==> src/verilog/dbg_consts.svh <==
// Purpose: Offsets, field positions, reset values and codes of the debug register block.
// Assumes: Register numbers are the processor-status register numbers.
// Notes: Definitions only.
`ifndef DBG_CONSTS_SVH
`define DBG_CONSTS_SVH
`define DBG_OFF_SAVED_STATUS 8'h10
`define DBG_OFF_SAVED_PC 8'h11
`define DBG_OFF_SAVED_STACK 8'h12
`define DBG_OFF_REMOTE_THREAD 8'h13
`define DBG_OFF_REMOTE_REG 8'h14
`define DBG_OFF_CAUSE 8'h15
`define DBG_OFF_INFO 8'h16
`define DBG_OFF_STOP_MASK 8'h18
`define DBG_OFF_SCRATCH 8'h20
`define DBG_OFF_IBRK_ADDR 8'h30
`define DBG_OFF_IBRK_CTRL 8'h40
`define DBG_OFF_DW_FIRST 8'h50
`define DBG_OFF_DW_SECOND 8'h60
`define DBG_OFF_DW_CTRL 8'h70
`define DBG_STATUS_WR_MASK 32'h0000_06DF
`define DBG_CTRL_WR_MASK 32'h00FF_0007
`define DBG_CTRL_ENABLE 0
`define DBG_CTRL_COND 1
`define DBG_CTRL_LOAD 2
`define DBG_CTRL_THREAD_LSB 16
`define DBG_CAUSE_LSB 0
`define DBG_INDEX_LSB 16
`define DBG_THREAD_LSB 8
`define DBG_CAUSE_RESET 3'h0
`define DBG_CAUSE_HOST 3'h1
`define DBG_CAUSE_SWCALL 3'h2
`define DBG_CAUSE_IBRK 3'h3
`define DBG_CAUSE_DWATCH 3'h4
`define DBG_CAUSE_RES 3'h5
`endif

==> src/verilog/dbg_pkg.sv <==
// Purpose: Types shared by the debug register block.
// Assumes: Eight hardware threads.
// Notes: Constants live in dbg_consts.svh.
package dbg_pkg;
    typedef struct packed {
        logic sel;
        logic write;
        logic [7:0] addr;
        logic [31:0] wdata;
    } reg_req_t;

    typedef struct packed {
        logic [31:0] status;
        logic [31:0] pc;
        logic [31:0] sp;
    } saved_state_t;

    typedef struct packed {
        logic valid;
        logic load;
        logic [7:0] thread;
        logic [31:0] addr;
    } mem_access_t;
endpackage : dbg_pkg

==> src/verilog/dbg_regs.sv <==
// Purpose: Debug register block: snapshots, cause, breakpoints, watchpoints, scratch.
// Assumes: Core clock only; all inputs come from logic on that clock.
// Notes: Read data appears one cycle after the access.
//
// Notes on behaviour
// - Capture saved status word on debugger entry.
// - Capture saved program counter, debugger read/write.
// - Capture saved stack pointer on entry.
// - Remote read thread operand, eight bits.
// - Remote read register operand, five bits.
// - Three-bit cause code, reset zero.
// - Unit index, zero for host or call.
// - Lowest index wins among simultaneous hits.
// - Causing thread number, zero for host.
// - Data watch hit loads effective address.
// - Resource watch hit loads resource identifier.
// - Stop mask halts threads outside debug.
// - Eight scratch words shared with configuration.
// - Four instruction breakpoints with address registers.
// - Per-thread enable mask per breakpoint.
// - Condition bit selects equal or differ.
// - Breakpoint inactive unless enable set.
// - Four data watch first addresses.
// - Four data watch second addresses.
// - Control bit enables triggering on loads.
`timescale 1ns/10ps
`include "dbg_consts.svh"
module dbg_regs #(
    parameter int NUM_THREADS = 8,
    parameter int NUM_UNITS = 4,
    parameter int NUM_SCRATCH = 8
) (
    // Clock and reset
    input wire logic i_clock,
    input wire logic i_rst_b,
    // Processor-status register port
    input wire dbg_pkg::reg_req_t i_reg,
    output logic [31:0] o_reg_rdata,
    // Tile configuration port to the scratch words
    input wire dbg_pkg::reg_req_t i_cfg,
    input wire logic i_cfg_wr_lock,
    output logic [31:0] o_cfg_rdata,
    // Core state
    input wire logic i_debug_mode,
    input wire dbg_pkg::saved_state_t i_saved,
    input wire logic i_pc_valid,
    input wire logic [31:0] i_pc,
    input wire logic [7:0] i_pc_thread,
    input wire dbg_pkg::mem_access_t i_mem,
    // Debug requests from outside
    input wire logic i_host_req,
    input wire logic i_swcall_req,
    input wire logic [7:0] i_swcall_thread,
    input wire logic [3:0] i_res_hit,
    input wire logic [7:0] i_res_thread,
    input wire logic [31:0] i_res_id,
    // To the core
    output logic o_debug_irq,
    output logic [7:0] o_thread_stop,
    output logic [7:0] o_remote_thread,
    output logic [4:0] o_remote_reg
);
    if (NUM_THREADS < 1 || NUM_THREADS > 8 || NUM_UNITS != 4 || NUM_SCRATCH != 8) begin : g_bad
        $error("Unsupported parameter values.");
    end

    ////////////////////////////////////////////////////////////////////////////////
    // Storage.
    logic [31:0] status_r;
    logic [31:0] spc_r;
    logic [31:0] ssp_r;
    logic [7:0] remote_thread_r;
    logic [4:0] remote_reg_r;
    logic [2:0] cause_r;
    logic [1:0] cause_index_r;
    logic [7:0] cause_thread_r;
    logic [31:0] info_r;
    logic [7:0] stop_mask_r;
    logic [31:0] scratch_r [NUM_SCRATCH];
    logic [31:0] ibrk_addr_r [NUM_UNITS];
    logic [31:0] ibrk_ctrl_r [NUM_UNITS];
    logic [31:0] dw_first_r [NUM_UNITS];
    logic [31:0] dw_second_r [NUM_UNITS];
    logic [31:0] dw_ctrl_r [NUM_UNITS];

    // Lowest set bit of a hit vector; used for breakpoint, data watch and resource hits.
    function automatic logic [1:0] lowest_index(input logic [3:0] hits);
        logic [1:0] idx;
        idx = 2'h0;
        for (int k = 3; k >= 0; k--) begin
            if (hits[k]) begin
                idx = 2'(k);
            end
        end
        return idx;
    endfunction : lowest_index

    // Register numbers inside a block of four consecutive entries.
    function automatic logic in_block4(input logic [7:0] addr, input logic [7:0] base);
        return addr[7:2] == base[7:2];
    endfunction : in_block4

    ////////////////////////////////////////////////////////////////////////////////
    // Breakpoint and watchpoint matching.
    logic [3:0] ibrk_hit;
    logic [3:0] dw_hit;
    genvar g;
    generate
        for (g = 0; g < NUM_UNITS; g++) begin : g_unit
            logic above;
            logic below;
            logic thread_ok;
            ibrk_match #(
                .NUM_THREADS(NUM_THREADS)
            ) u_ibrk (
                .i_addr(ibrk_addr_r[g]),
                .i_ctrl(ibrk_ctrl_r[g]),
                .i_valid(i_pc_valid),
                .i_pc(i_pc),
                .i_thread(i_pc_thread),
                .o_hit(ibrk_hit[g])
            );
            always_comb begin
                above = i_mem.addr >= dw_first_r[g];
                below = i_mem.addr <= dw_second_r[g];
                thread_ok = 1'b0;
                if (i_mem.thread < 8'(NUM_THREADS)) begin
                    thread_ok = dw_ctrl_r[g][`DBG_CTRL_THREAD_LSB + int'(i_mem.thread)];
                end
                dw_hit[g] = i_mem.valid && dw_ctrl_r[g][`DBG_CTRL_ENABLE] && thread_ok
                    && (!i_mem.load || dw_ctrl_r[g][`DBG_CTRL_LOAD])
                    && (dw_ctrl_r[g][`DBG_CTRL_COND] ? (above || below) : (above && below));
            end
        end
    endgenerate

    ////////////////////////////////////////////////////////////////////////////////
    // Debug entry: the highest-priority cause is taken, lowest code first.
    logic enter;
    logic [2:0] cause_nxt;
    logic [1:0] index_nxt;
    logic [7:0] thread_nxt;
    logic info_load;
    logic [31:0] info_nxt;

    always_comb begin
        enter = !i_debug_mode;
        cause_nxt = `DBG_CAUSE_RESET;
        index_nxt = 2'h0;
        thread_nxt = 8'h00;
        info_load = 1'b0;
        info_nxt = info_r;
        if (i_host_req) begin
            cause_nxt = `DBG_CAUSE_HOST;
        end else if (i_swcall_req) begin
            cause_nxt = `DBG_CAUSE_SWCALL;
            thread_nxt = i_swcall_thread;
        end else if (|ibrk_hit) begin
            cause_nxt = `DBG_CAUSE_IBRK;
            thread_nxt = i_pc_thread;
            index_nxt = lowest_index(ibrk_hit);
        end else if (|dw_hit) begin
            cause_nxt = `DBG_CAUSE_DWATCH;
            thread_nxt = i_mem.thread;
            index_nxt = lowest_index(dw_hit);
            info_load = 1'b1;
            info_nxt = i_mem.addr;
        end else if (|i_res_hit) begin
            cause_nxt = `DBG_CAUSE_RES;
            thread_nxt = i_res_thread;
            index_nxt = lowest_index(i_res_hit);
            info_load = 1'b1;
            info_nxt = i_res_id;
        end else begin
            enter = 1'b0;
        end
    end

    ////////////////////////////////////////////////////////////////////////////////
    // Register writes. The core port writes only in debug mode; the configuration port writes scratch words unless locked.
    logic wr;
    assign wr = i_reg.sel && i_reg.write && i_debug_mode;

    always_ff @(posedge i_clock or negedge i_rst_b) begin
        if (!i_rst_b) begin
            status_r <= 32'h0000_0000;
            spc_r <= 32'h0000_0000;
            ssp_r <= 32'h0000_0000;
        end else if (enter) begin
            status_r <= i_saved.status & 32'h0000_07DF;
            spc_r <= i_saved.pc;
            ssp_r <= i_saved.sp;
        end else if (wr) begin
            if (i_reg.addr == `DBG_OFF_SAVED_STATUS) begin
                status_r <= (status_r & ~`DBG_STATUS_WR_MASK)
                    | (i_reg.wdata & `DBG_STATUS_WR_MASK);
            end
            if (i_reg.addr == `DBG_OFF_SAVED_PC) begin
                spc_r <= i_reg.wdata;
            end
            if (i_reg.addr == `DBG_OFF_SAVED_STACK) begin
                ssp_r <= i_reg.wdata;
            end
        end
    end

    always_ff @(posedge i_clock or negedge i_rst_b) begin
        if (!i_rst_b) begin
            cause_r <= `DBG_CAUSE_RESET;
            cause_index_r <= 2'h0;
            cause_thread_r <= 8'h00;
            info_r <= 32'h0000_0000;
        end else if (enter) begin
            cause_r <= cause_nxt;
            cause_index_r <= index_nxt;
            cause_thread_r <= thread_nxt;
            if (info_load) begin
                info_r <= info_nxt;
            end
        end else if (wr) begin
            if (i_reg.addr == `DBG_OFF_CAUSE) begin
                cause_r <= i_reg.wdata[`DBG_CAUSE_LSB +: 3];
                cause_index_r <= i_reg.wdata[`DBG_INDEX_LSB +: 2];
                cause_thread_r <= i_reg.wdata[`DBG_THREAD_LSB +: 8];
            end
            if (i_reg.addr == `DBG_OFF_INFO) begin
                info_r <= i_reg.wdata;
            end
        end
    end

    always_ff @(posedge i_clock or negedge i_rst_b) begin
        if (!i_rst_b) begin
            remote_thread_r <= 8'h00;
            remote_reg_r <= 5'h00;
            stop_mask_r <= 8'h00;
        end else if (wr) begin
            if (i_reg.addr == `DBG_OFF_REMOTE_THREAD) begin
                remote_thread_r <= i_reg.wdata[7:0];
            end
            if (i_reg.addr == `DBG_OFF_REMOTE_REG) begin
                remote_reg_r <= i_reg.wdata[4:0];
            end
            if (i_reg.addr == `DBG_OFF_STOP_MASK) begin
                stop_mask_r <= i_reg.wdata[7:0];
            end
        end
    end

    // The core port wins a same-cycle write to one scratch word; the loser is dropped.
    always_ff @(posedge i_clock or negedge i_rst_b) begin
        if (!i_rst_b) begin
            for (int k = 0; k < NUM_SCRATCH; k++) begin
                scratch_r[k] <= 32'h0000_0000;
            end
        end else begin
            for (int k = 0; k < NUM_SCRATCH; k++) begin
                if (wr && i_reg.addr == `DBG_OFF_SCRATCH + 8'(k)) begin
                    scratch_r[k] <= i_reg.wdata;
                end else if (i_cfg.sel && i_cfg.write && !i_cfg_wr_lock
                        && i_cfg.addr == `DBG_OFF_SCRATCH + 8'(k)) begin
                    scratch_r[k] <= i_cfg.wdata;
                end
            end
        end
    end

    always_ff @(posedge i_clock or negedge i_rst_b) begin
        if (!i_rst_b) begin
            for (int k = 0; k < NUM_UNITS; k++) begin
                ibrk_addr_r[k] <= 32'h0000_0000;
                ibrk_ctrl_r[k] <= 32'h0000_0000;
                dw_first_r[k] <= 32'h0000_0000;
                dw_second_r[k] <= 32'h0000_0000;
                dw_ctrl_r[k] <= 32'h0000_0000;
            end
        end else if (wr) begin
            for (int k = 0; k < NUM_UNITS; k++) begin
                if (i_reg.addr == `DBG_OFF_IBRK_ADDR + 8'(k)) begin
                    ibrk_addr_r[k] <= i_reg.wdata;
                end
                if (i_reg.addr == `DBG_OFF_IBRK_CTRL + 8'(k)) begin
                    ibrk_ctrl_r[k] <= i_reg.wdata & `DBG_CTRL_WR_MASK & 32'hFFFF_FFFB;
                end
                if (i_reg.addr == `DBG_OFF_DW_FIRST + 8'(k)) begin
                    dw_first_r[k] <= i_reg.wdata;
                end
                if (i_reg.addr == `DBG_OFF_DW_SECOND + 8'(k)) begin
                    dw_second_r[k] <= i_reg.wdata;
                end
                if (i_reg.addr == `DBG_OFF_DW_CTRL + 8'(k)) begin
                    dw_ctrl_r[k] <= i_reg.wdata & `DBG_CTRL_WR_MASK;
                end
            end
        end
    end

    ////////////////////////////////////////////////////////////////////////////////
    // Read decode. Unmapped numbers and reserved bits read as zero.
    logic [31:0] rd_nxt;
    logic [31:0] cfg_rd_nxt;

    always_comb begin
        rd_nxt = 32'h0000_0000;
        case (i_reg.addr)
            `DBG_OFF_SAVED_STATUS: rd_nxt = status_r;
            `DBG_OFF_SAVED_PC: rd_nxt = spc_r;
            `DBG_OFF_SAVED_STACK: rd_nxt = ssp_r;
            `DBG_OFF_REMOTE_THREAD: rd_nxt = {24'h000000, remote_thread_r};
            `DBG_OFF_REMOTE_REG: rd_nxt = {27'h0000000, remote_reg_r};
            `DBG_OFF_CAUSE: rd_nxt = {14'h0000, cause_index_r, cause_thread_r,
                5'h00, cause_r};
            `DBG_OFF_INFO: rd_nxt = info_r;
            `DBG_OFF_STOP_MASK: rd_nxt = {24'h000000, stop_mask_r};
            default: begin
                if (i_reg.addr[7:3] == `DBG_OFF_SCRATCH >> 3) begin
                    rd_nxt = scratch_r[i_reg.addr[2:0]];
                end else if (in_block4(i_reg.addr, `DBG_OFF_IBRK_ADDR)) begin
                    rd_nxt = ibrk_addr_r[i_reg.addr[1:0]];
                end else if (in_block4(i_reg.addr, `DBG_OFF_IBRK_CTRL)) begin
                    rd_nxt = ibrk_ctrl_r[i_reg.addr[1:0]];
                end else if (in_block4(i_reg.addr, `DBG_OFF_DW_FIRST)) begin
                    rd_nxt = dw_first_r[i_reg.addr[1:0]];
                end else if (in_block4(i_reg.addr, `DBG_OFF_DW_SECOND)) begin
                    rd_nxt = dw_second_r[i_reg.addr[1:0]];
                end else if (in_block4(i_reg.addr, `DBG_OFF_DW_CTRL)) begin
                    rd_nxt = dw_ctrl_r[i_reg.addr[1:0]];
                end
            end
        endcase
        cfg_rd_nxt = 32'h0000_0000;
        if (i_cfg.addr[7:3] == `DBG_OFF_SCRATCH >> 3) begin
            cfg_rd_nxt = scratch_r[i_cfg.addr[2:0]];
        end
    end

    ////////////////////////////////////////////////////////////////////////////////
    // Registered outputs.
    always_ff @(posedge i_clock or negedge i_rst_b) begin
        if (!i_rst_b) begin
            o_reg_rdata <= 32'h0000_0000;
            o_cfg_rdata <= 32'h0000_0000;
        end else begin
            if (i_reg.sel && !i_reg.write) begin
                o_reg_rdata <= rd_nxt;
            end
            if (i_cfg.sel && !i_cfg.write) begin
                o_cfg_rdata <= cfg_rd_nxt;
            end
        end
    end

    // The stop vector is masked off while in debug so debug code can still drive threads.
    always_ff @(posedge i_clock or negedge i_rst_b) begin
        if (!i_rst_b) begin
            o_debug_irq <= 1'b0;
            o_thread_stop <= 8'h00;
            o_remote_thread <= 8'h00;
            o_remote_reg <= 5'h00;
        end else begin
            o_debug_irq <= enter;
            o_thread_stop <= i_debug_mode ? 8'h00 : stop_mask_r;
            o_remote_thread <= remote_thread_r;
            o_remote_reg <= remote_reg_r;
        end
    end
endmodule : dbg_regs

==> src/verilog/ibrk_match.sv <==
// Purpose: Match test of one instruction breakpoint.
// Assumes: Control word holds enable, condition and per-thread mask.
// Notes: Purely combinational.
`timescale 1ns/10ps
`include "dbg_consts.svh"
module ibrk_match #(
    parameter int NUM_THREADS = 8
) (
    // Breakpoint setup
    input wire logic [31:0] i_addr,
    input wire logic [31:0] i_ctrl,
    // Executing instruction
    input wire logic i_valid,
    input wire logic [31:0] i_pc,
    input wire logic [7:0] i_thread,
    // Result
    output logic o_hit
);
    logic thread_ok;
    logic equal;

    always_comb begin
        thread_ok = 1'b0;
        if (i_thread < 8'(NUM_THREADS)) begin
            thread_ok = i_ctrl[`DBG_CTRL_THREAD_LSB + int'(i_thread)];
        end
        equal = (i_pc == i_addr);
        o_hit = i_valid && i_ctrl[`DBG_CTRL_ENABLE] && thread_ok
            && (i_ctrl[`DBG_CTRL_COND] ? !equal : equal);
    end
endmodule : ibrk_match

==> config.mk <==
export PLATFORM = sky130hd
export DESIGN_NAME = dbg_regs
export DESIGN_NICKNAME = d
export VERILOG_FILES = /design/src/verilog/dbg_pkg.sv /design/src/verilog/dbg_regs.sv /design/src/verilog/ibrk_match.sv
export VERILOG_INCLUDE_DIRS = /design/src /design/src/verilog
export SDC_FILE = /design/constraint.sdc
export NUM_CORES = 2
export LEC_CHECK = 0
export BUFFER_PORTS_ARGS = -buffer_cell sky130_fd_sc_hd__buf_2
export CORE_MARGIN = 5
export CORE_UTILIZATION = 55
export DETAILED_ROUTE_END_ITERATION = 10
export PLACE_DENSITY = 0.86
export SKIP_LAST_GASP = 1
export SLEW_MARGIN = 20
export SYNTH_ARGS = -nofsm -noshare
export SYNTH_HDL_FRONTEND = slang
export SYNTH_SLANG_ARGS = --single-unit
==> constraint.sdc <==
create_clock -name i_clock -period 4 [get_ports i_clock]
set_input_delay 0.4 -clock i_clock [delete_from_list [all_inputs] [get_ports i_clock]]
set_output_delay 0.4 -clock i_clock [all_outputs]
set_load 0.02 [all_outputs]
==> results.rst <==
.. list-table::
   :header-rows: 1

   * - Metric
     - Value
   * - Outcome
     - completed
   * - P_sw
     - 6020 uW
   * - Initial antenna violation count
     - 43
   * - IO Port Bufs
     - 384
   * - Cell internal power dissipation
     - 16800 uW
   * - Chip height
     - 330 um
   * - Data arrival time at the worst-slack endpoint
     - 4.50 ns
   * - Clk_lat worst skew
     - 0.71 ns
   * - Highest-delay cell along the critical path
     - maj3_1
   * - Number of cells on the worst reg-to-reg path
     - 15
   * - Number of clock buffers inserted by TritonCTS
     - 101
   * - X dimension of the die
     - 330 um
   * - Post-detailed-route via-to-cell ratio
     - 6.84
   * - Highest signal layer in the routed design
     - met5
   * - Routed len/inst
     - 30.4 um
   * - Post-route ant nets
     - 0
   * - Number of clock sinks
     - 950
   * - Fill count
     - 7536
   * - Clk Tree Root Cell
     - clkbuf_16
   * - Share of synthesized flip-flops with an asynchronous set or reset
     - 1.00
   * - Family of cells with the greatest summed delay on the critical path
     - compound AO/OA/AOI/OAI gates
   * - All-layer global routing usage
     - 0.382
   * - Critical path, cell by cell
     - inv_1 -> ha_1 -> nand4_1 -> nor4_1 -> buf_4 -> o211ai_1 -> a31oi_1 -> buf_4 -> a311oi_1 -> maj3_1 -> o21bai_4 -> o31a_4 -> buf_12 -> a31oi_1 -> mux2_2
   * - Kind of critical path
     - register to register
   * - Number of cells traversed by the worst hold path
     - 3
   * - Fraction of power spent switching nets
     - 0.264
   * - Worst vdd ir
     - 0.393 mV
   * - Maximum clock skew at final layout
     - 0.0343 ns
   * - Max-slew headroom at the worst pin
     - 0.283
   * - Cell area after synthesis
     - 56400 um2
   * - Max reg flops
     - 256
   * - Post-synthesis average cell area
     - 10.9 um2
   * - Predominant post-synthesis flop cell
     - dfrtp_1
   * - CP peak stage delay
     - 0.42 ns
   * - Power density over the cells
     - 352 nW/um2
   * - Placed Cells
     - 6686
   * - Count of final setup violators
     - 0
   * - Wirelength, routed
     - 212 mm
   * - Beginning of the worst hold path
     - i_saved[5]
   * - Worst reg2reg endpoint
     - info_r[26]
   * - Share of the cycle needed by the critical path after routing
     - 0.976
   * - Leakage Power
     - 0.0307 uW
   * - Buffers inserted during post-CTS setup optimization
     - 0
   * - Top fanout value on the critical path
     - 84
   * - Share of total power in combinational logic
     - 0.116
   * - Share of synthesized area occupied by flip-flops and latches
     - 0.422
   * - Warnings, synthesis
     - 0
   * - Number of enable flip-flop cells after synthesis
     - 0
   * - Number of cells produced by synthesis
     - 5152
   * - # Max-Cap Violations
     - 0
   * - Total number of vias
     - 47600
   * - Register name with the most flops
     - scratch_r
   * - CP Depth
     - 15
   * - Critical Path Sink Type
     - register
   * - Final Hold Vio Count
     - 0
   * - Fraction of layout instances using a drive strength above 1
     - 0.278
   * - TritonCTS clock tree
     - yes
   * - Net count of the finished layout
     - 6067
   * - Kind of launch point of the worst setup path
     - register
   * - R2r setup slk
     - 0.09 ns
   * - Ports placed on the boundary
     - 407
   * - Clock-pin slew of the registers on the worst-case setup and hold paths
     - 0.06 ns
   * - Register cell area after layout
     - 23800 um2
   * - Required time of the critical path
     - 4.59 ns
   * - Number of global-route vias before repair
     - 47600
   * - Area occupied by multi-input gates
     - 30100 um2
   * - DIE AREA
     - 109000 um2
   * - Drt pass-1 iters
     - 8
   * - Global-route wire length before repair
     - 310 mm
   * - Total routed wire length on the met1 layer
     - 70.7 mm
   * - Maximum number of pins on one net before global-route repair
     - 114
   * - Placement Rows
     - 117
   * - DRC Markers
     - 0
   * - Gr ovfl total
     - 0
   * - RSZ-0062 raised after global routing
     - false
   * - Start of the worst register-to-register path
     - dw_first_r[126]
   * - Worst hold slack
     - 0.0240 ns
   * - Critical path buffer and inverter count
     - 4
   * - Final HPWL from detailed placement
     - 148 mm
   * - Total met3 wirelength after detailed routing
     - 33.8 mm
   * - H-tree depth reported by CTS
     - 3
   * - WHS Endpoint
     - ssp_r[5]
   * - Number of pins exceeding their max-slew limit in the final report
     - 0
   * - Core region area
     - 102000 um2
   * - Post-synth net total
     - 5729
   * - Sequential Power Share
     - 0.450
   * - Max frequency
     - 256 MHz
   * - Final RePlAce weighted congestion
     - 1.05
   * - Synth-to-Final Area Change
     - 14.8%
   * - Count of cell types in the netlist
     - 82
   * - Starting Density
     - 0.554
   * - Initial DRC count
     - 6827
   * - Post-synthesis register bit count
     - 950
   * - Fin cells
     - 6963
   * - Slew @ Worst Pin
     - 1.07 ns
   * - Detail Route met2 WL
     - 91.3 mm
   * - Bufs on Longest Clock Path
     - 3
   * - Class of the most critical hold timing path
     - input pin to register
   * - Clock period minus worst slack
     - 3.91 ns
   * - Clock power share
     - 0.434
==> power by group through the flow <==
stage	clock, uW	combinational (uW)	sequential (uW)
3_5_place_dp	0	2490	10400
4_1_cts	9860	2560	10200
6_report	9880	2640	10200
5_1_grt	10300	2810	10300
3_3_place_gp	0	2410	10400
2_1_floorplan	0	1360	10300
==> worst reg2reg max path, cell delays in order, from the launching register on <==
cell and delay (ns):
dfrtp_1 0.37, inv_1 0.06, ha_1 0.41, nand4_1 0.16, nor4_1 0.30, buf_4 0.22, o211ai_1 0.10, a31oi_1 0.24
buf_4 0.17, a311oi_1 0.04, maj3_1 0.42, o21bai_4 0.24, o31a_4 0.23, buf_12 0.33, a31oi_1 0.22, mux2_2 0.29
==> synth_stat cells, types with 10 or more instances <==
| library cell | count | share of area |
|---|---|---|
| dfrtp_1 | 950 | 0.42 |
| mux2_2 | 484 | 0.097 |
| nand2_1 | 463 | 0.031 |
| o21ai_0 | 441 | 0.039 |
| mux2i_1 | 388 | 0.069 |
| clkbuf_1 | 283 | 0.019 |
| inv_1 | 266 | 0.018 |
| mux4_2 | 258 | 0.10 |
| ha_1 | 256 | 0.057 |
| a21oi_1 | 229 | 0.020 |
| nor2_1 | 200 | 0.013 |
| buf_1 | 122 | 0.0081 |
| nand3_1 | 107 | 0.0095 |
| a22oi_1 | 90 | 0.012 |
| nand4_1 | 70 | 0.0078 |
| xnor2_1 | 65 | 0.010 |
| xor2_1 | 64 | 0.0099 |
| a31oi_1 | 42 | 0.0047 |
| nor4_1 | 34 | 0.0038 |
| o32ai_1 | 33 | 0.0051 |
| nor3_1 | 24 | 0.0021 |
| a21o_1 | 22 | 0.0029 |
| nand2b_1 | 19 | 0.0021 |
| nor2b_1 | 19 | 0.0021 |
| a221oi_1 | 17 | 0.0026 |
| and2_1 | 14 | 0.0016 |
| buf_2 | 14 | 0.0012 |
| a22o_1 | 13 | 0.0020 |
| o21ai_1 | 11 | 0.00098 |
| o211ai_1 | 10 | 0.0013 |
==> cell families (layout without fill, tap and decap cells) <==
logic type / count (synthesis) / count (layout) / share of synthesized area
simple gates: 991 / 991 / 0.0788
compound gates: 1000 / 1000 / 0.106
mux: 1131 / 1131 / 0.269
fa+ha+maj: 257 / 257 / 0.0570
xor+xnor: 129 / 129 / 0.0200
buf+inv: 694 / 1108 / 0.0474
other cells: 0 / 29 / 0
flops: 950 / 950 / 0.422
==> how the worst max path moves through the flow <==
stage,startpoint,to,slack (ns)
2_1_floorplan,i_mem[0],cause_r[0],0.65
3_3_place_gp,i_mem[26],info_r[30],-0.09
3_5_place_dp,i_mem[27],info_r[29],-0.26
4_1_cts,dw_second_r[59],info_r[29],0.02
5_1_grt,dw_first_r[126],info_r[23],0.009
6_report,dw_first_r[126],info_r[26],0.09
==> cell type report <==
class                   count  area share
diodes                     29     0.00112
clock buffers             143      0.0446
clock inverters            36     0.00822
inverters                 266      0.0154
multi-input cells        3508       0.465
flip-flops and latches    950       0.367
well taps                1368      0.0264
repair buffers            663      0.0718
==> metrics by stage <==
step	setup slack, ns	util	cell area, um2	power (uW)	TNS [ns]
2_1_floorplan	0.653	-	56400	11600	0
3_3_place_gp	-0.0940	0.595	60500	12800	-0.425
3_5_place_dp	-0.263	0.595	60500	12900	-15.20
4_1_cts	0.0165	0.635	64600	22700	0
5_1_grt	0.00860	0.636	64700	23300	0
6_report	0.0948	0.636	64700	22800	0
==> routing by layer <==
metal,vias up,global-route usage
li1,19500,-
met1,23200,0.472
met2,3952,0.564
met3,966,0.162
met4,30,0.222
met5,-,0
==> placed cells by master, fill, tap and decap left out, types with 90 or more instances in the layout <==
master	count
a22oi_1	90
mux2i_1	388
buf_2	380
dfrtp_1	950
buf_4	177
nor2_1	186
a21oi_1	229
mux4_2	258
clkbuf_16	103
nand3_1	105
nand2_1	457
o21ai_0	441
mux2_2	484
inv_1	266
ha_1	256
==> what timing repair did <==
action | 4_1_cts | 5_1_grt
hold buffers | 69 | 0
hold endpoints to repair | 134 | 0
gates resized for setup | 0 | 5
setup endpoints to repair | 0 | 110
Note: power is estimated with default switching activity, not from simulation.
